$ cat config.mk
export PLATFORM = sky130hd
export DESIGN_NAME = bertb_core
export DESIGN_NICKNAME = d
export VERILOG_FILES = /design/src/bertb_pkg.sv /design/src/bertb_core.sv
export VERILOG_INCLUDE_DIRS = /design/src
export SDC_FILE = /design/constraint.sdc
export NUM_CORES = 1
export LEC_CHECK = 0
export BUFFER_PORTS_ARGS = -buffer_cell sky130_fd_sc_hd__buf_4
export CAP_MARGIN = 20
export CORE_MARGIN = 5
export CORE_UTILIZATION = 45
export CTS_BUF_LIST = sky130_fd_sc_hd__clkbuf_4
export CTS_CLUSTER_SIZE = 24
export DETAILED_ROUTE_END_ITERATION = 6
export PLACE_DENSITY_LB_ADDON = 0.1
export SLEW_MARGIN = 0
export SYNTH_ARGS = -nofsm -noshare
export SYNTH_HDL_FRONTEND = slang
export SYNTH_SLANG_ARGS = --single-unit
$ cat constraint.sdc
create_clock -name core_clk -period 2.6 [get_ports core_clk]
set_input_delay 0.65 -clock core_clk [delete_from_list [all_inputs] [get_ports core_clk]]
set_output_delay 0.65 -clock core_clk [all_outputs]
set_load 0.05 [all_outputs]
$ cat src/bertb_defs.svh
// Register offsets, field positions and reset values for the BERT error insert and tally block
`ifndef BERTB_DEFS_SVH
`define BERTB_DEFS_SVH
// Register byte offsets within one port: 0x60 plus twice the word address bits 4:0
`define BERTB_IDX_CTRL 8'h68
`define BERTB_IDX_STATUS 8'h6c
`define BERTB_IDX_LATCHED 8'h6e
`define BERTB_IDX_IRQEN 8'h70
`define BERTB_IDX_UPDCTL 8'h72
`define BERTB_IDX_ERR_LO 8'h74
`define BERTB_IDX_ERR_HI 8'h76
`define BERTB_IDX_BIT_LO 8'h78
`define BERTB_IDX_BIT_HI 8'h7a
// Insertion control field positions
`define BERTB_CTL_SRC 0
`define BERTB_CTL_TRIG 1
`define BERTB_CTL_SINGLE_EN 2
`define BERTB_CTL_RATE_LSB 3
`define BERTB_CTL_RATE_MSB 5
// Update control field positions
`define BERTB_UPD_LOCAL 0
`define BERTB_UPD_SRC 1
// Status and latched field positions
`define BERTB_ST_OOS 0
`define BERTB_ST_CNZ 1
`define BERTB_ST_BERR 2
`define BERTB_ST_UPD 3
`define BERTB_FLAG_W 4
`define BERTB_RST16 16'h0000
`define BERTB_RST4 4'h0
`define BERTB_ONE32 32'h00000001
`define BERTB_ONE24 24'h000001
`endif

$ cat src/bertb_pkg.sv
// Types shared by the BERT error insert and tally block
`default_nettype none
package bertb_pkg;
	// Avalon-MM request as seen by the slave
	typedef struct packed {
		logic read;
		logic write;
		logic [9:0] address;
		logic [31:0] writedata;
	} bertb_req_s;
	// Update sequence states
	typedef enum logic [1:0] {
		BERTB_UPD_IDLE = 2'b00,
		BERTB_UPD_SNAP = 2'b01,
		BERTB_UPD_DONE = 2'b10
	} bertb_upd_e;
endpackage
`default_nettype wire

$ cat src/bertb_core.sv
// BERT transmit error insertion, receive status flags and saturating tallies for one port
// ==========================================================================
// Summary of operation
// - Rate field 0 disables; n inverts one bit in every ten to the n.
// - Single error enable gates all single error insertion.
// - Register trigger rising edge inserts exactly one error when selected and enabled.
// - Several trigger rises between opportunities still insert only one error.
// - Source select picks register trigger (0) or external insert input (1).
// - Update done rises once a requested tally update has completed.
// - Update done falls when the selected update request falls.
// - Count nonzero shows tally above zero; cleared on a counter update.
// - Out of sync status mirrors the checker's lock state.
// - Update done latched sets on each rise of update done.
// - Bit error latched sets on any detected bit error.
// - Count nonzero latched sets on rise of count nonzero.
// - Out of sync latched sets on every change of out of sync.
// - Update done latched interrupts only when its enable is set.
// - Other latched flags interrupt only with own enable and port enable.
// - 24-bit error tally counts errors, saturating at all ones.
// - Error tally holds while out of sync.
// - 32-bit bit tally counts received bits, saturating at all ones.
// - Bit tally holds while out of sync.
// - Readable tallies change only on the counter update strobe.
// - Error tally read as low sixteen bits then upper eight.
// - Bit tally read as low sixteen bits then upper sixteen.
// - Rate insertion starts when a nonzero rate is written.
// - A new rate applies only after the next error at the old rate.
`timescale 1ns/100ps
`default_nettype none
`include "bertb_defs.svh"
module bertb_core
	import bertb_pkg::*;
#(
	parameter int ERR_W = 24,
	parameter int BIT_W = 32,
	parameter int PORTS = 4
)
(
	input wire logic core_clk,
	input wire logic rst_n,
	input wire logic clk_en,
	input wire logic [9:0] avs_address,
	input wire logic avs_read,
	input wire logic avs_write,
	input wire logic [31:0] avs_writedata,
	output logic [31:0] avs_readdata,
	output logic avs_waitrequest,
	input wire logic tx_bit_valid,
	input wire logic tx_data_in,
	output logic tx_data_out,
	input wire logic external_error_insert_input,
	input wire logic rx_bit_valid,
	input wire logic rx_data,
	input wire logic rx_expected,
	input wire logic out_of_sync_in,
	input wire logic global_update_request,
	input wire logic port_irq_enable,
	output logic irq_request
);
	// ======================================================================
	// Elaboration checks
	generate
		if (ERR_W != 24 || BIT_W != 32 || PORTS < 1 || PORTS > 4)
		begin : g_bad
			$error("bertb_core: tally widths must be 24 and 32, ports 1 to 4");
		end
	endgenerate

	// Rate limits per rate code: ten to the n, minus one
	function automatic logic [23:0] rate_limit(input logic [2:0] n);
		case (n)
			3'h1: rate_limit = 24'h000009;
			3'h2: rate_limit = 24'h000063;
			3'h3: rate_limit = 24'h0003e7;
			3'h4: rate_limit = 24'h00270f;
			3'h5: rate_limit = 24'h01869f;
			3'h6: rate_limit = 24'h0f423f;
			3'h7: rate_limit = 24'h98967f;
			default: rate_limit = 24'h000000;
		endcase
	endfunction

	// Register index from a word address; top digit selects port
	function automatic logic [7:0] reg_index(input logic [9:0] a);
		reg_index = {2'b00, a[4:0], 1'b0} + 8'h60;
	endfunction

	// ======================================================================
	// Avalon-MM slave
	bertb_req_s req;
	logic [1:0] port_sel;
	logic [7:0] idx;
	logic sel_here;
	logic wr;
	logic rd_pend_reg;
	logic [15:0] ctrl_reg;
	logic [1:0] updctl_reg;
	logic [3:0] latched_reg;
	logic [3:0] irqen_reg;
	logic [3:0] status;
	logic [ERR_W-1:0] err_snap_reg;
	logic [BIT_W-1:0] bit_snap_reg;
	logic [15:0] rd_mux;

	assign req = '{read: avs_read, write: avs_write, address: avs_address,
		writedata: avs_writedata};
	// Word address: bits 9:8 pick port digit 0 to 3; bits 4:0 pick register
	assign port_sel = req.address[9:8];
	assign idx = reg_index(req.address);
	assign sel_here = (port_sel == 2'h0) && (req.address[7:5] == 3'h1);
	assign wr = clk_en && req.write && sel_here;
	// Reads answer one cycle late so read data comes from a flop
	assign avs_waitrequest = req.read && !rd_pend_reg;

	always_comb
	begin
		rd_mux = `BERTB_RST16;
		case (idx)
			`BERTB_IDX_CTRL: rd_mux = ctrl_reg;
			`BERTB_IDX_STATUS: rd_mux = {12'h000, status};
			`BERTB_IDX_LATCHED: rd_mux = {12'h000, latched_reg};
			`BERTB_IDX_IRQEN: rd_mux = {12'h000, irqen_reg};
			`BERTB_IDX_UPDCTL: rd_mux = {14'h0000, updctl_reg};
			`BERTB_IDX_ERR_LO: rd_mux = err_snap_reg[15:0];
			`BERTB_IDX_ERR_HI: rd_mux = {8'h00, err_snap_reg[23:16]};
			`BERTB_IDX_BIT_LO: rd_mux = bit_snap_reg[15:0];
			`BERTB_IDX_BIT_HI: rd_mux = bit_snap_reg[31:16];
			default: rd_mux = `BERTB_RST16;
		endcase
		if (!sel_here)
			rd_mux = `BERTB_RST16;
	end

	// Read data capture; unmapped addresses read zero
	always_ff @(posedge core_clk or negedge rst_n)
	begin
		if (!rst_n)
		begin
			rd_pend_reg <= 1'b0;
			avs_readdata <= 32'h00000000;
		end
		else if (clk_en)
		begin
			rd_pend_reg <= req.read && !rd_pend_reg;
			if (req.read && !rd_pend_reg)
				avs_readdata <= {16'h0000, rd_mux};
		end
	end

	// Control registers
	logic rate_written;
	always_ff @(posedge core_clk or negedge rst_n)
	begin
		if (!rst_n)
		begin
			ctrl_reg <= `BERTB_RST16;
			irqen_reg <= `BERTB_RST4;
			updctl_reg <= 2'h0;
			rate_written <= 1'b0;
		end
		else if (clk_en)
		begin
			rate_written <= 1'b0;
			if (wr && idx == `BERTB_IDX_CTRL)
			begin
				ctrl_reg <= {10'h000, req.writedata[5:0]};
				rate_written <= 1'b1;
			end
			if (wr && idx == `BERTB_IDX_IRQEN)
				irqen_reg <= req.writedata[3:0];
			if (wr && idx == `BERTB_IDX_UPDCTL)
				updctl_reg <= req.writedata[1:0];
		end
	end

	// ======================================================================
	// Transmit error insertion
	logic [2:0] rate_new;
	logic [2:0] rate_act_reg;
	logic [23:0] rate_cnt_reg;
	logic rate_pend_reg;
	logic trig_src;
	logic trig_prev_reg;
	logic single_pend_reg;
	logic rate_hit;

	assign rate_new = ctrl_reg[`BERTB_CTL_RATE_MSB:`BERTB_CTL_RATE_LSB];
	// Source mux; toggling the select with a high source looks like an edge
	assign trig_src = ctrl_reg[`BERTB_CTL_SRC] ? external_error_insert_input
		: ctrl_reg[`BERTB_CTL_TRIG];
	assign rate_hit = tx_bit_valid && (rate_act_reg != 3'h0)
		&& (rate_cnt_reg == rate_limit(rate_act_reg));

	// Rate counter; a new rate waits for the next error when running
	always_ff @(posedge core_clk or negedge rst_n)
	begin
		if (!rst_n)
		begin
			rate_act_reg <= 3'h0;
			rate_cnt_reg <= 24'h000000;
			rate_pend_reg <= 1'b0;
		end
		else if (clk_en)
		begin
			if (rate_written && (rate_act_reg == 3'h0))
			begin
				rate_act_reg <= rate_new;
				rate_cnt_reg <= 24'h000000;
			end
			else
			begin
				if (rate_written)
					rate_pend_reg <= 1'b1;
				if (rate_hit)
				begin
					rate_cnt_reg <= 24'h000000;
					if (rate_pend_reg || rate_written)
					begin
						rate_act_reg <= rate_new;
						rate_pend_reg <= 1'b0;
					end
				end
				else if (tx_bit_valid && rate_act_reg != 3'h0)
					rate_cnt_reg <= rate_cnt_reg + 24'h000001;
			end
		end
	end

	// Single error request; repeated edges collapse into one pending error
	always_ff @(posedge core_clk or negedge rst_n)
	begin
		if (!rst_n)
		begin
			trig_prev_reg <= 1'b0;
			single_pend_reg <= 1'b0;
		end
		else if (clk_en)
		begin
			trig_prev_reg <= trig_src;
			if (trig_src && !trig_prev_reg && ctrl_reg[`BERTB_CTL_SINGLE_EN])
				single_pend_reg <= 1'b1;
			else if (tx_bit_valid || !ctrl_reg[`BERTB_CTL_SINGLE_EN])
				single_pend_reg <= 1'b0;
		end
	end

	// Transmit bit with inversion applied
	always_ff @(posedge core_clk or negedge rst_n)
	begin
		if (!rst_n)
			tx_data_out <= 1'b0;
		else if (clk_en && tx_bit_valid)
			tx_data_out <= tx_data_in ^ (rate_hit || (single_pend_reg
				&& ctrl_reg[`BERTB_CTL_SINGLE_EN]));
	end

	// ======================================================================
	// Receive tallies and counter update
	logic [ERR_W-1:0] err_cnt_reg;
	logic [BIT_W-1:0] bit_cnt_reg;
	logic bit_err;
	logic upd_req;
	logic upd_prev_reg;
	logic upd_done_reg;
	logic cnz_reg;
	logic oos_prev_reg;
	logic cnz_prev_reg;
	logic upd_done_prev_reg;
	bertb_upd_e upd_state;

	assign bit_err = rx_bit_valid && !out_of_sync_in && (rx_data != rx_expected);
	assign upd_req = updctl_reg[`BERTB_UPD_SRC] ? global_update_request
		: updctl_reg[`BERTB_UPD_LOCAL];

	// Live counters; the snapshot reloads them with that cycle's bit so no bit is lost between intervals
	always_ff @(posedge core_clk or negedge rst_n)
	begin
		if (!rst_n)
		begin
			err_cnt_reg <= '0;
			bit_cnt_reg <= '0;
		end
		else if (clk_en)
		begin
			if (upd_state == BERTB_UPD_SNAP)
			begin
				err_cnt_reg <= {23'h000000, bit_err};
				bit_cnt_reg <= {31'h00000000, rx_bit_valid && !out_of_sync_in};
			end
			else
			begin
				if (bit_err && !(&err_cnt_reg))
					err_cnt_reg <= err_cnt_reg + `BERTB_ONE24;
				if (rx_bit_valid && !out_of_sync_in && !(&bit_cnt_reg))
					bit_cnt_reg <= bit_cnt_reg + `BERTB_ONE32;
			end
		end
	end

	// Update sequence: rise of request snapshots, then done until request falls
	always_ff @(posedge core_clk or negedge rst_n)
	begin
		if (!rst_n)
		begin
			upd_state <= BERTB_UPD_IDLE;
			upd_prev_reg <= 1'b0;
			upd_done_reg <= 1'b0;
			err_snap_reg <= '0;
			bit_snap_reg <= '0;
		end
		else if (clk_en)
		begin
			upd_prev_reg <= upd_req;
			case (upd_state)
				BERTB_UPD_IDLE:
					if (upd_req && !upd_prev_reg)
						upd_state <= BERTB_UPD_SNAP;
				BERTB_UPD_SNAP:
				begin
					err_snap_reg <= err_cnt_reg;
					bit_snap_reg <= bit_cnt_reg;
					upd_state <= BERTB_UPD_DONE;
				end
				BERTB_UPD_DONE:
					upd_done_reg <= upd_req;
				default:
					upd_state <= BERTB_UPD_IDLE;
			endcase
			if (!upd_req && upd_state != BERTB_UPD_SNAP)
			begin
				upd_done_reg <= 1'b0;
				upd_state <= BERTB_UPD_IDLE;
			end
		end
	end

	// Count nonzero follows the live error tally; clears with the snapshot
	always_ff @(posedge core_clk or negedge rst_n)
	begin
		if (!rst_n)
			cnz_reg <= 1'b0;
		else if (clk_en)
		begin
			if (upd_state == BERTB_UPD_SNAP)
				cnz_reg <= bit_err;
			else if (bit_err)
				cnz_reg <= 1'b1;
		end
	end

	assign status = {upd_done_reg, 1'b0, cnz_reg, out_of_sync_in};

	// ======================================================================
	// Latched flags: write one to clear; a new event wins over the clear
	logic [3:0] flag_set;
	logic [3:0] flag_clr;
	assign flag_set[`BERTB_ST_UPD] = upd_done_reg && !upd_done_prev_reg;
	assign flag_set[`BERTB_ST_BERR] = bit_err;
	assign flag_set[`BERTB_ST_CNZ] = cnz_reg && !cnz_prev_reg;
	assign flag_set[`BERTB_ST_OOS] = out_of_sync_in != oos_prev_reg;
	assign flag_clr = (wr && idx == `BERTB_IDX_LATCHED) ? req.writedata[3:0] : 4'h0;

	genvar gi;
	generate
		for (gi = 0; gi < `BERTB_FLAG_W; gi++)
		begin : g_flag
			always_ff @(posedge core_clk or negedge rst_n)
			begin
				if (!rst_n)
					latched_reg[gi] <= 1'b0;
				else if (clk_en)
					latched_reg[gi] <= flag_set[gi] || (latched_reg[gi] && !flag_clr[gi]);
			end
		end
	endgenerate

	// Edge history for the flag sources
	always_ff @(posedge core_clk or negedge rst_n)
	begin
		if (!rst_n)
		begin
			oos_prev_reg <= 1'b0;
			cnz_prev_reg <= 1'b0;
			upd_done_prev_reg <= 1'b0;
		end
		else if (clk_en)
		begin
			oos_prev_reg <= out_of_sync_in;
			cnz_prev_reg <= cnz_reg;
			upd_done_prev_reg <= upd_done_reg;
		end
	end

	// Interrupt request; port enable gates all but update done
	assign irq_request = (latched_reg[`BERTB_ST_UPD] && irqen_reg[`BERTB_ST_UPD])
		|| (port_irq_enable && |(latched_reg[2:0] & irqen_reg[2:0]));

	// ======================================================================
	// Checks
	a_err_saturate: assert property (@(posedge core_clk) disable iff (!rst_n)
		clk_en && (&err_cnt_reg) && upd_state != BERTB_UPD_SNAP |=> (&err_cnt_reg))
		else $error("error tally wrapped");
	a_bit_saturate: assert property (@(posedge core_clk) disable iff (!rst_n)
		clk_en && (&bit_cnt_reg) && upd_state != BERTB_UPD_SNAP |=> (&bit_cnt_reg))
		else $error("bit tally wrapped");
	a_err_oos_hold: assert property (@(posedge core_clk) disable iff (!rst_n)
		clk_en && out_of_sync_in && upd_state != BERTB_UPD_SNAP
		|=> $stable(err_cnt_reg))
		else $error("error tally moved out of sync");
	a_bit_oos_hold: assert property (@(posedge core_clk) disable iff (!rst_n)
		clk_en && out_of_sync_in && upd_state != BERTB_UPD_SNAP
		|=> $stable(bit_cnt_reg))
		else $error("bit tally moved out of sync");
	a_snap_only: assert property (@(posedge core_clk) disable iff (!rst_n)
		!$past(upd_state == BERTB_UPD_SNAP) |-> $stable(err_snap_reg)
		&& $stable(bit_snap_reg))
		else $error("snapshot changed without update");
	a_upd_fall: assert property (@(posedge core_clk) disable iff (!rst_n)
		clk_en && !upd_req |=> !upd_done_reg)
		else $error("update done stayed high");
	a_oos_flag: assert property (@(posedge core_clk) disable iff (!rst_n)
		clk_en && (out_of_sync_in != oos_prev_reg) |=> latched_reg[`BERTB_ST_OOS])
		else $error("sync change not latched");
	a_berr_flag: assert property (@(posedge core_clk) disable iff (!rst_n)
		clk_en && bit_err |=> latched_reg[`BERTB_ST_BERR] && cnz_reg)
		else $error("bit error not latched");
	a_irq_gate: assert property (@(posedge core_clk) disable iff (!rst_n)
		!port_irq_enable && !(latched_reg[3] && irqen_reg[3]) |-> !irq_request)
		else $error("interrupt without enable");
	a_single_off: assert property (@(posedge core_clk) disable iff (!rst_n)
		!ctrl_reg[`BERTB_CTL_SINGLE_EN] && rate_act_reg == 3'h0 && clk_en && tx_bit_valid
		|=> tx_data_out == $past(tx_data_in))
		else $error("error inserted while disabled");
endmodule
`default_nettype wire

# --- Yosys cells after proc, flatten, opt, wreduce, memory -nomap -nowiden ---
# Cells that the tools add are included.
word_totals:
  reg_bits: 185
  latch_bits: 0
  ram_bits: 0
  mem_bits_ro: 0
  in_bits: 56
  out_inout_bits: 35
  n_memories: 0
op_classes:
  n_addsub: 4
  multipliers: 0
  n_div: 0
  order_cmp: 0
  eq_ne: 25
  shift: 0
  n_mux: 29
  bitwise_logic: 3
  reduce_logical: 80
ops:
  columns: ["cell", "n"]
  rows:
  - ["one-hot mux 24 bit (7 select lines)", 1]
  - ["one-hot mux 16 bit (9 select lines)", 1]
  - ["two-way mux 24 bit", 5]
  - ["equality test 8 x 7 -> 1 bit, second input constant", 9]
  - ["two-way mux 32 bit", 2]
  - ["adder 24 x 1 -> 24 bit, second input constant", 2]
  - ["adder 32 x 1 -> 32 bit, second input constant", 1]
  - ["AND reduction 32 bit", 1]
  - ["logical AND 1 bit", 29]
  - ["equality test 24 bit", 1]
  - ["AND reduction 2 bit", 12]
  - ["AND reduction 24 bit", 1]
  - ["two-way mux 16 bit", 1]
  - ["logical NOT 1 bit", 14]
  - ["nonzero test 2 bit", 7]
  - ["equality test 3 bit, second input constant", 4]
  - ["two-way mux 1 bit", 12]
  - ["two-way mux 3 bit", 3]
  - ["adder 6 x 7 -> 8 bit, second input constant", 1]
  - ["logical OR 1 bit", 8]
  - ["equality test 3 x 1 -> 1 bit, second input constant", 2]
  - ["equality test 3 x 2 -> 1 bit, second input constant", 2]
  - ["one-hot mux 2 bit (3 select lines)", 1]
  - ["AND reduction 3 bit", 2]
  - ["15 further kinds", 19]

# --- Longest topological paths before layout ---
# Gate-level depths: netlist (run 1).
depth:
  ltp_word: 8
  depth_mapped: 11
  depth_no_buf: 8

# --- Worst setup path before layout (run 1) ---
# Ideal clock, no wire load.
synth_path:
  kind: "input to register"
  start: "input port avs_read"
  end: "register avs_readdata[10]"
  setup_ns: 0.083
  t_arrival_ns: 2.515
  required_ns: 2.517
  setup_slack_ns: 0.003
  stages: 6
  path_buffers: 1
  cell_sequence: "nor2b_1 > nand2_1 > a311oi_1 > nand3_1 > clkbuf_1 > o21ai_0"
synth_between:
  elab_chain_cells: 2
synth_lines:
  columns: ["item", "line_no", "text"]
  rows:
  - ["start: declaration", "bertb_core.sv:43", "input wire logic avs_read,"]
  - ["logical AND 1 bit", "bertb_core.sv:145", "if (req.read && !rd_pend_reg)"]
  - ["AND reduction 2 bit (no line)", null, null]
  - ["end signal: assignment", "bertb_core.sv:146", "avs_readdata <= {16'h0000, rd_mux};"]
  - ["end: declaration", "bertb_core.sv:46", "output logic [31:0] avs_readdata,"]
# No other way between the ends.
# A chain may end at the register's enable or synchronous reset.

# --- Worst setup path in the final report (run 1) ---
layout_path:
  start: "register rate_act_reg[1]"
  end: "register rate_act_reg[2]"
layout_between:
  elab_chain_cells: 6
  word_cells_on_any_way: 18
layout_lines:
  columns: ["item", "line_no", "text"]
  rows:
  - ["start: declaration", "bertb_core.sv:179", "logic [2:0] rate_act_reg;"]
  - ["start signal: assignment", "bertb_core.sv:207", "rate_act_reg <= rate_new;"]
  - ["start signal: assignment", "bertb_core.sv:219", "rate_act_reg <= rate_new;"]
  - ["equality test 3 bit, or another cell as far along", "bertb_core.sv:71", "case (n)"]
  - ["one-hot mux 24 bit (7 select lines)", "bertb_core.sv:71", null]
  - ["equality test 24 bit", "bertb_core.sv:192", "&& (rate_cnt_reg == rate_limit(rate_act_reg));"]
  - ["logical AND 1 bit", "bertb_core.sv:192", null]
  - ["nonzero test 2 bit (no line)", null, null]
  - ["AND reduction 3 bit (no line)", null, null]
# Several ways; a longest one is shown, not always the timed one.

==> results of run 1 <==
==> through the flow <==
| step | worst slack, ns | hold WS, ns | TNS (ns) |
|---|---|---|---|
| after floorplan | 0.00270 | 0.354 | 0 |
| after global placement | -0.0167 | 0.441 | -0.0167 |
| after detailed placement | -0.0141 | 0.454 | -0.0141 |
| after CTS | 0.170 | 0.264 | 0 |
| after global routing | 0.00391 | 0.256 | 0 |
| final | 0.176 | 0.310 | 0 |
==> cell type report <==
type | count | share of cell area, %
multi-input combinational | 754 | 41.8
inverter | 13 | 0.471
antenna | 1 | 0.0241
timing repair buffer | 92 | 7.47
clock buffer | 17 | 1.23
sequential | 185 | 44.6
tap | 270 | 3.26
clock inverter | 15 | 1.12
==> cells in the final DEF, fill, tap and decap left out, types with 16 or more instances in the layout <==
master	n
o21ai_0	39
dfrtp_1	185
nor2_1	88
clkbuf_4	17
buf_4	84
nand4_1	23
conb_1	16
xnor2_1	16
nand2_1	250
xor2_1	54
and3_1	20
a21oi_1	17
nand3_1	35
==> Yosys cell counts, types with 16 or more instances <==
cell type	instances	area, µm²
a21oi_1	17	85.1
and3_1	20	125
buf_4	18	135
clkbuf_1	30	113
dfrtp_1	185	4630
nand2_1	251	942
nand3_1	35	175
nand4_1	23	144
nor2_1	89	334
o21ai_0	39	195
xnor2_1	16	140
xor2_1	54	473
==> cell families (layout without fill, tap and decap cells) <==
family | Yosys count | after routing | share of synthesized area, %
AND/OR/NAND/NOR | 507 | 507 | 25.5
flip-flops | 185 | 185 | 49.8
XOR/XNOR | 70 | 70 | 6.60
other | 1 | 17 | 0.0404
AO/OA/AOI/OAI | 142 | 142 | 11.4
buffers and inverters | 73 | 137 | 4.30
adder cells (fa/ha/maj) | 3 | 3 | 0.404
multiplexers | 16 | 16 | 1.91
==> power groups by stage <==
stage	registers, mW	logic [mW]	clock network [mW]
3_3_place_gp	3.10	0.390	0
3_5_place_dp	3.10	0.394	0
4_1_cts	3.05	0.397	1.53
6_report	3.05	0.392	1.48
2_1_floorplan	3.08	0.235	0
5_1_grt	3.07	0.443	1.65
==> metal layers <==
layer / share of wire, % / routed length, µm / up-vias / GRT usage [%]
li1: - / - / 3547 / -
met1: 51 / 11400 / 3497 / 29.7
met2: 44 / 9960 / 153 / 28.7
met3: 4.0 / 900 / 20 / 3.49
met4: 0.94 / 212 / 0 / 3.99
met5: 0 / 0 / - / 0
==> critical path, cell delays in order (launching register included) <==
cell	delay (ns)
dfrtp_1	0.56
buf_4	0.23
nor3_1	0.14
a31oi_1	0.07
o221a_2	0.32
a2111oi_4	0.39
and3_4	0.31
nand2_2	0.07
a22o_1	0.24
==> worst paths after layout <==
check	cells past startpoint	to	slack, ns	startpoint
hold reg to reg	1	latched_reg[3]$_DFFE_PN0P_	0.48	upd_done_prev_reg$_DFFE_PN0P_
min in group asynchronous	2	rate_cnt_reg[4]$_DFFE_PN0P_	0.55	rst_n
setup reg to reg	8	rate_act_reg[2]$_DFFE_PN0P_	0.18	rate_act_reg[1]$_DFFE_PN0P_
hold / removal	2	ctrl_reg[4]$_DFFE_PN0P_	0.31	avs_writedata[4]
setup / recovery	8	rate_act_reg[2]$_DFFE_PN0P_	0.18	rate_act_reg[1]$_DFFE_PN0P_
max in group asynchronous	3	err_cnt_reg[6]$_DFFE_PN0P_	1.32	rst_n
==> reports/metrics.cfg, run 1 <==
[timing]
fin_crit_sh_pct=93.2
fin_crit_ns=2.42
max_freq_ghz=0.413
slew_viol_final=0
hold_viol=0
setup_viol=0
worst_slew_pin_slew_ns=0.521
finClkSkew_ns=0.0271
rsz0062_at_grt=no
relSlewSlack_pct=65.2

[synth]
yosysSeqAreaShare_pct=49.8
ys_warn_count=0
synth_seq_cells=185
synth_edf_count=0
syn_avg_cell_area_um2=9.32
post_synth_num_cell_types=71
ys.flop_type=dfrtp_1
netlist_area_mm2=0.00929
synthArstFlopShare_pct=100
netlist_instances=997

[placed_design]
placed_area_mm2=0.0101
dp_hpwl_mm=16.1
place.gp.congestion=0.897
io_buffer_count=48
dp.cells=1313

[detailed_routing]
ant_nets=0
drc=0
post_drt_via_cell_ratio=5.36
wl_mm=22.4
wire_per_inst_um=16.7
dr_total_vias=7217
drt_pre_antenna_iters=6
drt_iter0_markers=532

[critical_path]
start_kind=flop
worstPathArrival_ns=2.91
cp_max_fo=12
path_class=flop to flop
endpoint_kind=flop
required_ns=3.08

[die]
die_h_um=154
fp.dieArea_mm2=0.0236
ioPinCount=91
core_area_mm2=0.0203
num_rows=52
die_width_um=154
start_util_pct=45.8

[clock_network]
cts_buffer_depth=2
clock-sinks=185
clk_latency_ns=0.59
holdBufCountCts=1
cts_resized=0
cts_setup_buffers=0
clk_pin_slew_worst_paths_ns=0.16
cts_made_buffers=17
cts.htree.levels=4
root_buffer=clkbuf_4
cts_tree=done

[power]
totalPowerFinal_mw=4.93
pwr-share-seq_pct=62.0
power_frac_comb_pct=7.9
cellLeakagePower_nw=4.97
switching_share_pct=29.1
ir_worst_vdd_uv=261
p_sw_mw=1.43
internal_power_mw=3.49
p_per_area_mw_per_mm2=475
clockPowerShare_pct=30.1

[layout]
layout.cells.non_filler=1347
ff_latch_area_mm2=0.00463
finish.utilization_pct=51.1
nets=1122
fillers=1946
drive_gt1_share_pct=15.9
syn_to_final_growth_pct=11.6
final_area_mm2=0.0104
multi_input_area_mm2=0.00433

[job]
maxCapViolations=0

[global_routing]
gr-usage-all-layers_pct=19.3
grt_max_degree=63
overflow=0
grt_pass1_wl_mm=37.3
antenna_found_initial=1
grt_pass1_vias=6863

[min_path]
hold_path.class=input port to flop

[outcome]
outcome=finished clean

Note: power is estimated with default switching activity, not from simulation.
==> inputs of run 2 (changes only) <==
CTS_BUF_LIST = default   (was sky130_fd_sc_hd__clkbuf_4)
==> run 2 against run 1 <==
Effect of this change: sequential share of layout area decreased by 1.2 points; die area unchanged; largest cell class unchanged; non-clock buffer count decreased by 1; via count increased by 0.50%; worst hold slack got worse by 0.15 ns; cell area increased by 2.8%; critical path type unchanged; global-route usage increased by 0.12 points; sequential cell count unchanged; clock skew decreased by 0.016 ns; sequential power about the same; critical path depth increased by 1; wire length increased by 0.26%.
==> reports/metrics.cfg, run 2 (synthesis gave the netlist of run 1 again) <==
[detailed_routing]
wire_per_inst_um=16.7  ; +0.41%
drt_pre_antenna_iters=5  ; -1
wl_mm=22.5  ; +0.26%
drc=0  ; unchanged
post_drt_via_cell_ratio=5.39  ; +0.65%
drt_iter0_markers=461  ; -13%
dr_total_vias=7253  ; +0.50%
ant_nets=0  ; unchanged

[layout]
drive_gt1_share_pct=16.0  ; +0.11 points
num_antenna_cells=0  ; -1
fillers=1920  ; -1.3%
final_area_mm2=0.0107  ; +2.8%
nets=1121  ; -0.089%
finish.utilization_pct=52.5  ; +1.5 points
syn_to_final_growth_pct=14.8
mostFrequentLayoutCells=nand2_1 (250), dfrtp_1 (185), nor2_1 (88), buf_4 (84), xor2_1 (54)
final_common_cell=nand2_1

[placed_design]
io_buffer_count=48  ; unchanged
place.gp.congestion=0.897  ; unchanged
placed_area_mm2=0.0101  ; unchanged
dp_hpwl_mm=16.1  ; unchanged

[die]
die_h_um=154  ; unchanged
num_rows=52  ; unchanged
fp.dieArea_mm2=0.0236  ; unchanged
start_util_pct=45.8  ; unchanged
die_width_um=154  ; unchanged
core_area_mm2=0.0203  ; unchanged
ioPinCount=91  ; unchanged

[critical_path]
worstPathArrival_ns=2.74  ; -0.17 ns
required_ns=2.92  ; -0.16 ns
path_class=flop to flop
endpoint_kind=flop
cp_max_fo=12  ; unchanged
start_kind=flop

[clock_network]
clk_latency_ns=0.44  ; -0.15 ns
root_buffer=clkbuf_16
cts_buffer_depth=2  ; unchanged
clk_pin_slew_worst_paths_ns=0.08  ; -0.08 ns
cts_tree=done
holdBufCountCts=0  ; -1
cts_resized=0  ; unchanged
cts_setup_buffers=0  ; unchanged
cts.htree.levels=4  ; unchanged
clock-sinks=185  ; unchanged
cts_made_buffers=17  ; unchanged

[timing]
setup_viol=0  ; unchanged
rsz0062_at_grt=no
hold_viol=0  ; unchanged
fin_crit_sh_pct=93.2  ; about the same
holdWs_ns=0.161  ; -0.149 ns
worst_slew_pin_slew_ns=0.514  ; -0.00690 ns
relSlewSlack_pct=65.5  ; +0.27 points
fin_crit_ns=2.42  ; -0.00213 ns
slew_viol_final=0  ; unchanged
finClkSkew_ns=0.0115  ; -0.0156 ns
max_freq_ghz=0.413  ; about the same

[min_path]
hold_path.class=input port to async pin

[global_routing]
overflow=0  ; unchanged
grt_max_degree=63  ; unchanged
gr-usage-all-layers_pct=19.5  ; +0.12 points
antenna_found_initial=0  ; -1
grt_pass1_vias=6892  ; +0.42%
grt_pass1_wl_mm=37.4  ; +0.46%

[outcome]
outcome=finished clean

[power]
totalPowerFinal_mw=5.91  ; +20%
cellLeakagePower_nw=5.11  ; +2.7%
p_per_area_mw_per_mm2=554  ; +17%
ir_worst_vdd_uv=375  ; +44%

[job]
maxCapViolations=0  ; unchanged

[run 2: cell count changes in the layout (fill, tap and decap cells not counted)]
| cell | delta |
|---|---|
| clkbuf_8 | +1 |
| clkinv_1 | -1 |
| clkbuf_16 | +17 |
| dlygate4sd3_1 | -1 |
| clkbuf_4 | -17 |
| diode_2 | -1 |
[run 2: final timing paths]
check	startpoint	endpoint	slack, ns	cells after the start
worst min register to register	upd_done_prev_reg$_DFFE_PN0P_	latched_reg[3]$_DFFE_PN0P_	0.47	1
max in group asynchronous	rst_n	bit_snap_reg[14]$_DFFE_PN0P_	1.72	2
min in group core_clk	avs_writedata[4]	ctrl_reg[4]$_DFFE_PN0P_	0.45	2
worst min-delay path	rst_n	rate_cnt_reg[4]$_DFFE_PN0P_	0.16	1
worst max register to register	rate_act_reg[1]$_DFFE_PN0P_	rate_act_reg[2]$_DFFE_PN0P_	0.18	9
worst max-delay path	rate_act_reg[1]$_DFFE_PN0P_	rate_act_reg[2]$_DFFE_PN0P_	0.18	9
[run 2: metrics by stage]
stage	setup WS [ns]	cells	setup TNS (ns)
after detailed placement	-0.0141	1313	-0.0141
final	0.178	1345	0
after CTS	0.192	1345	0
after global routing	0.0219	1345	0
after floorplan	0.00270	1012	0
after global placement	-0.0167	1313	-0.0167
[run 2: layout make-up]
class | count | area (µm²) | area share [%]
clock buffer | 18 | 439 | 4.12
multi-input combinational | 754 | 4330 | 40.6
inverter | 13 | 48.8 | 0.458
tap | 270 | 338 | 3.17
clock inverter | 14 | 113 | 1.06
sequential | 185 | 4630 | 43.4
timing repair buffer | 91 | 764 | 7.17
[run 2: report_power, final]
part / leakage, nW / switching [mW] / total [mW] / internal [mW]
sequential: 2.52 / 0.0965 / 3.05 / 2.95
clock: 0.268 / 1.20 / 2.47 / 1.27
combinational: 2.31 / 0.254 / 0.390 / 0.136
total: 5.11 / 1.55 / 5.91 / 4.36
[run 2: per-layer routing]
| metal | GRT usage [%] | part of all wire, % | vias up |
|---|---|---|---|
| met5 | 0 | 0 | - |
| met3 | 4.02 | 4.8 | 18 |
| li1 | - | - | 3539 |
| met4 | 3.91 | 0.85 | 0 |
| met1 | 29.7 | 50 | 3537 |
| met2 | 28.8 | 45 | 159 |
[run 2: worst max-delay path, stage by stage (launching register included)]
cell,delay (ns)
dfrtp_1,0.61
buf_4,0.22
xnor2_1,0.07
and3_1,0.18
o32ai_1,0.36
nor4b_2,0.10
buf_4,0.17
and3_4,0.18
a22o_1,0.22
a22o_1,0.20
==> inputs of run 3 (changes only) <==
REMOVE_ABC_BUFFERS = 1   (was default)
==> run 3 against run 2 <==
Effect of this change: via count is 0.55% higher; worst hold slack better by 0.020 ns; wire length is 0.36% higher.
==> reports/metrics.cfg, run 3 (synthesis gave the netlist of run 1 again) <==
[layout]
syn_to_final_growth_pct=14.8  ; about the same
multi_input_area_mm2=0.00433  ; about the same
final_common_cell=nand2_1
drive_gt1_share_pct=16.0  ; about the same
num_antenna_cells=0  ; unchanged
nets=1120  ; -0.089%
mostFrequentLayoutCells=nand2_1 (250), dfrtp_1 (185), nor2_1 (87), buf_4 (85), xor2_1 (54)
fillers=1924  ; +0.21%
final_area_mm2=0.0107  ; about the same
ff_latch_area_mm2=0.00463  ; unchanged

[timing]
setup_viol=0  ; unchanged
fin_crit_sh_pct=93.8  ; +0.67 points
slew_viol_final=0  ; unchanged
fin_ws_ns=0.161  ; -0.0175 ns
finClkSkew_ns=0.0147  ; +0.00319 ns
setup_tns_ns=0  ; unchanged
holdWs_ns=0.180  ; +0.0197 ns
max_freq_ghz=0.410  ; -0.72%
relSlewSlack_pct=62.9  ; -2.6 points
worst_slew_pin_slew_ns=0.556  ; +0.0415 ns
rsz0062_at_grt=no
hold_viol=0  ; unchanged
fin_crit_ns=2.44  ; +0.0175 ns

[power]
clockPowerShare_pct=42.5  ; +0.7 points
cellLeakagePower_nw=5.12  ; +0.18%
p_per_area_mw_per_mm2=561  ; +1.2%
totalPowerFinal_mw=5.98  ; +1.2%
pwr-share-seq_pct=50.9  ; -0.7 points
switching_share_pct=26.9  ; +0.73 points
internal_power_mw=4.37  ; +0.18%
ir_worst_vdd_uv=433  ; +15%
power_frac_comb_pct=6.6  ; about the same
p_sw_mw=1.61  ; +4.0%

[detailed_routing]
wl_mm=22.6  ; +0.36%
post_drt_via_cell_ratio=5.43  ; +0.63%
drt_iter0_markers=535  ; +16%
wire_per_inst_um=16.8  ; +0.43%
dr_total_vias=7293  ; +0.55%
drt_pre_antenna_iters=7  ; +2
ant_nets=0  ; unchanged
drc=0  ; unchanged

[placed_design]
pre_cts_ws_ns=-0.0199  ; -0.00578 ns
dp_hpwl_mm=15.9  ; -1.3%
io_buffer_count=48  ; unchanged
place.gp.congestion=0.842  ; -6.1%
placed_area_mm2=0.0101  ; -0.32%

[global_routing]
grt_max_degree=58  ; -7.9%
gr-usage-all-layers_pct=19.3  ; -0.11 points
overflow=0  ; unchanged
grt_pass1_vias=6935  ; +0.62%
antenna_found_initial=0  ; unchanged
grt_pass1_wl_mm=37.3  ; -0.33%

[clock_network]
root_buffer=clkbuf_16
clk_pin_slew_worst_paths_ns=0.07  ; about the same
cts.htree.levels=4  ; unchanged
cts_tree=done
cts_buffer_depth=2  ; unchanged
clk_latency_ns=0.44  ; about the same
cts_made_buffers=17  ; unchanged
cts_setup_buffers=0  ; unchanged
clock-sinks=185  ; unchanged

[critical_path]
path_class=flop to flop
required_ns=2.92  ; about the same
cp_max_fo=16  ; +4
cp_slowest_cell=or4_1
cp_slowest_stage_delay_ns=0.70  ; +0.09 ns
worstPathArrival_ns=2.76  ; +0.02 ns
start_kind=flop
endpoint_kind=flop
crit_path_frequent_cell=nor2_2
path_cells=buf_4 -> nor4b_4 -> o21ai_4 -> or4_1 -> nor2_2 -> xnor2_1 -> nor2_2

[die]
num_rows=52  ; unchanged
die_width_um=154  ; unchanged
core_area_mm2=0.0203  ; unchanged
die_h_um=154  ; unchanged
ioPinCount=91  ; unchanged
fp.dieArea_mm2=0.0236  ; unchanged
start_util_pct=45.8  ; unchanged

[job]
maxCapViolations=0  ; unchanged

[outcome]
outcome=finished clean

[min_path]
hold_path.class=input port to async pin

## run 3: cell count changes in the layout (fill, tap and decap cells not counted), sizes merged
| cell | change |
|---|---|
| buf | -1 |
| clkbuf | -1 |
| clkinv | +6 |
| clkinvlp | -3 |
| inv | -2 |
## run 3: final timing paths
check	endpoint	cells after the start	slack [ns]	startpoint
setup reg to reg	rate_cnt_reg[17]$_DFFE_PN0P_	7	0.16	rate_act_reg[1]$_DFFE_PN0P_
setup / recovery	rate_cnt_reg[17]$_DFFE_PN0P_	7	0.16	rate_act_reg[1]$_DFFE_PN0P_
min in group core_clk	ctrl_reg[4]$_DFFE_PN0P_	2	0.45	avs_writedata[4]
hold / removal	rate_cnt_reg[21]$_DFFE_PN0P_	1	0.18	rst_n
max in group asynchronous	avs_readdata[2]$_DFFE_PN0P_	2	1.72	rst_n
hold reg to reg	latched_reg[3]$_DFFE_PN0P_	1	0.46	upd_done_prev_reg$_DFFE_PN0P_
## run 3: power by group through the flow
stage               clock [mW]  sequential [mW]  combinational (mW)
finish                    2.54             3.05               0.396
global route              2.71             3.06               0.447
CTS                       2.60             3.04               0.401
detailed placement           0             3.10               0.399
global placement             0             3.10               0.395
floorplan                    0             3.08               0.208
## run 3: routing by layer
layer / share of wire, % / global-route usage (%)
met1: 50 / 28.7
met2: 44 / 29.2
met3: 4.6 / 3.65
met4: 1.6 / 5.17
met5: 0 / 0
## run 3: final cells by class
| cell class | instances | share of cell area [%] |
|---|---|---|
| well taps | 270 | 3.17 |
| clock inverters | 15 | 1.48 |
| multi-input cells | 754 | 40.6 |
| inverters | 13 | 0.458 |
| flip-flops and latches | 185 | 43.4 |
| repair buffers | 90 | 6.86 |
| clock buffers | 17 | 3.99 |
## run 3: critical path: cells and delay by family, from the launching register on
kind                   cells  cell delay (ns)
XOR/XNOR                   1             0.14
AO/OA/AOI/OAI              1             0.12
flip-flops                 1             0.58
buffers and inverters      1             0.27
AND/OR/NAND/NOR            4             1.21
## run 3: per-stage QoR
stage               util, %  std cells
floorplan                 -        952
global placement       49.7       1312
detailed placement     49.7       1312
CTS                    52.5       1344
global route           52.5       1344
finish                 52.5       1344
## run 3: what timing repair did
item	CTS	global route
resized for setup	0	1
endpoints found under the setup margin	0	4
hold buffers	0	0
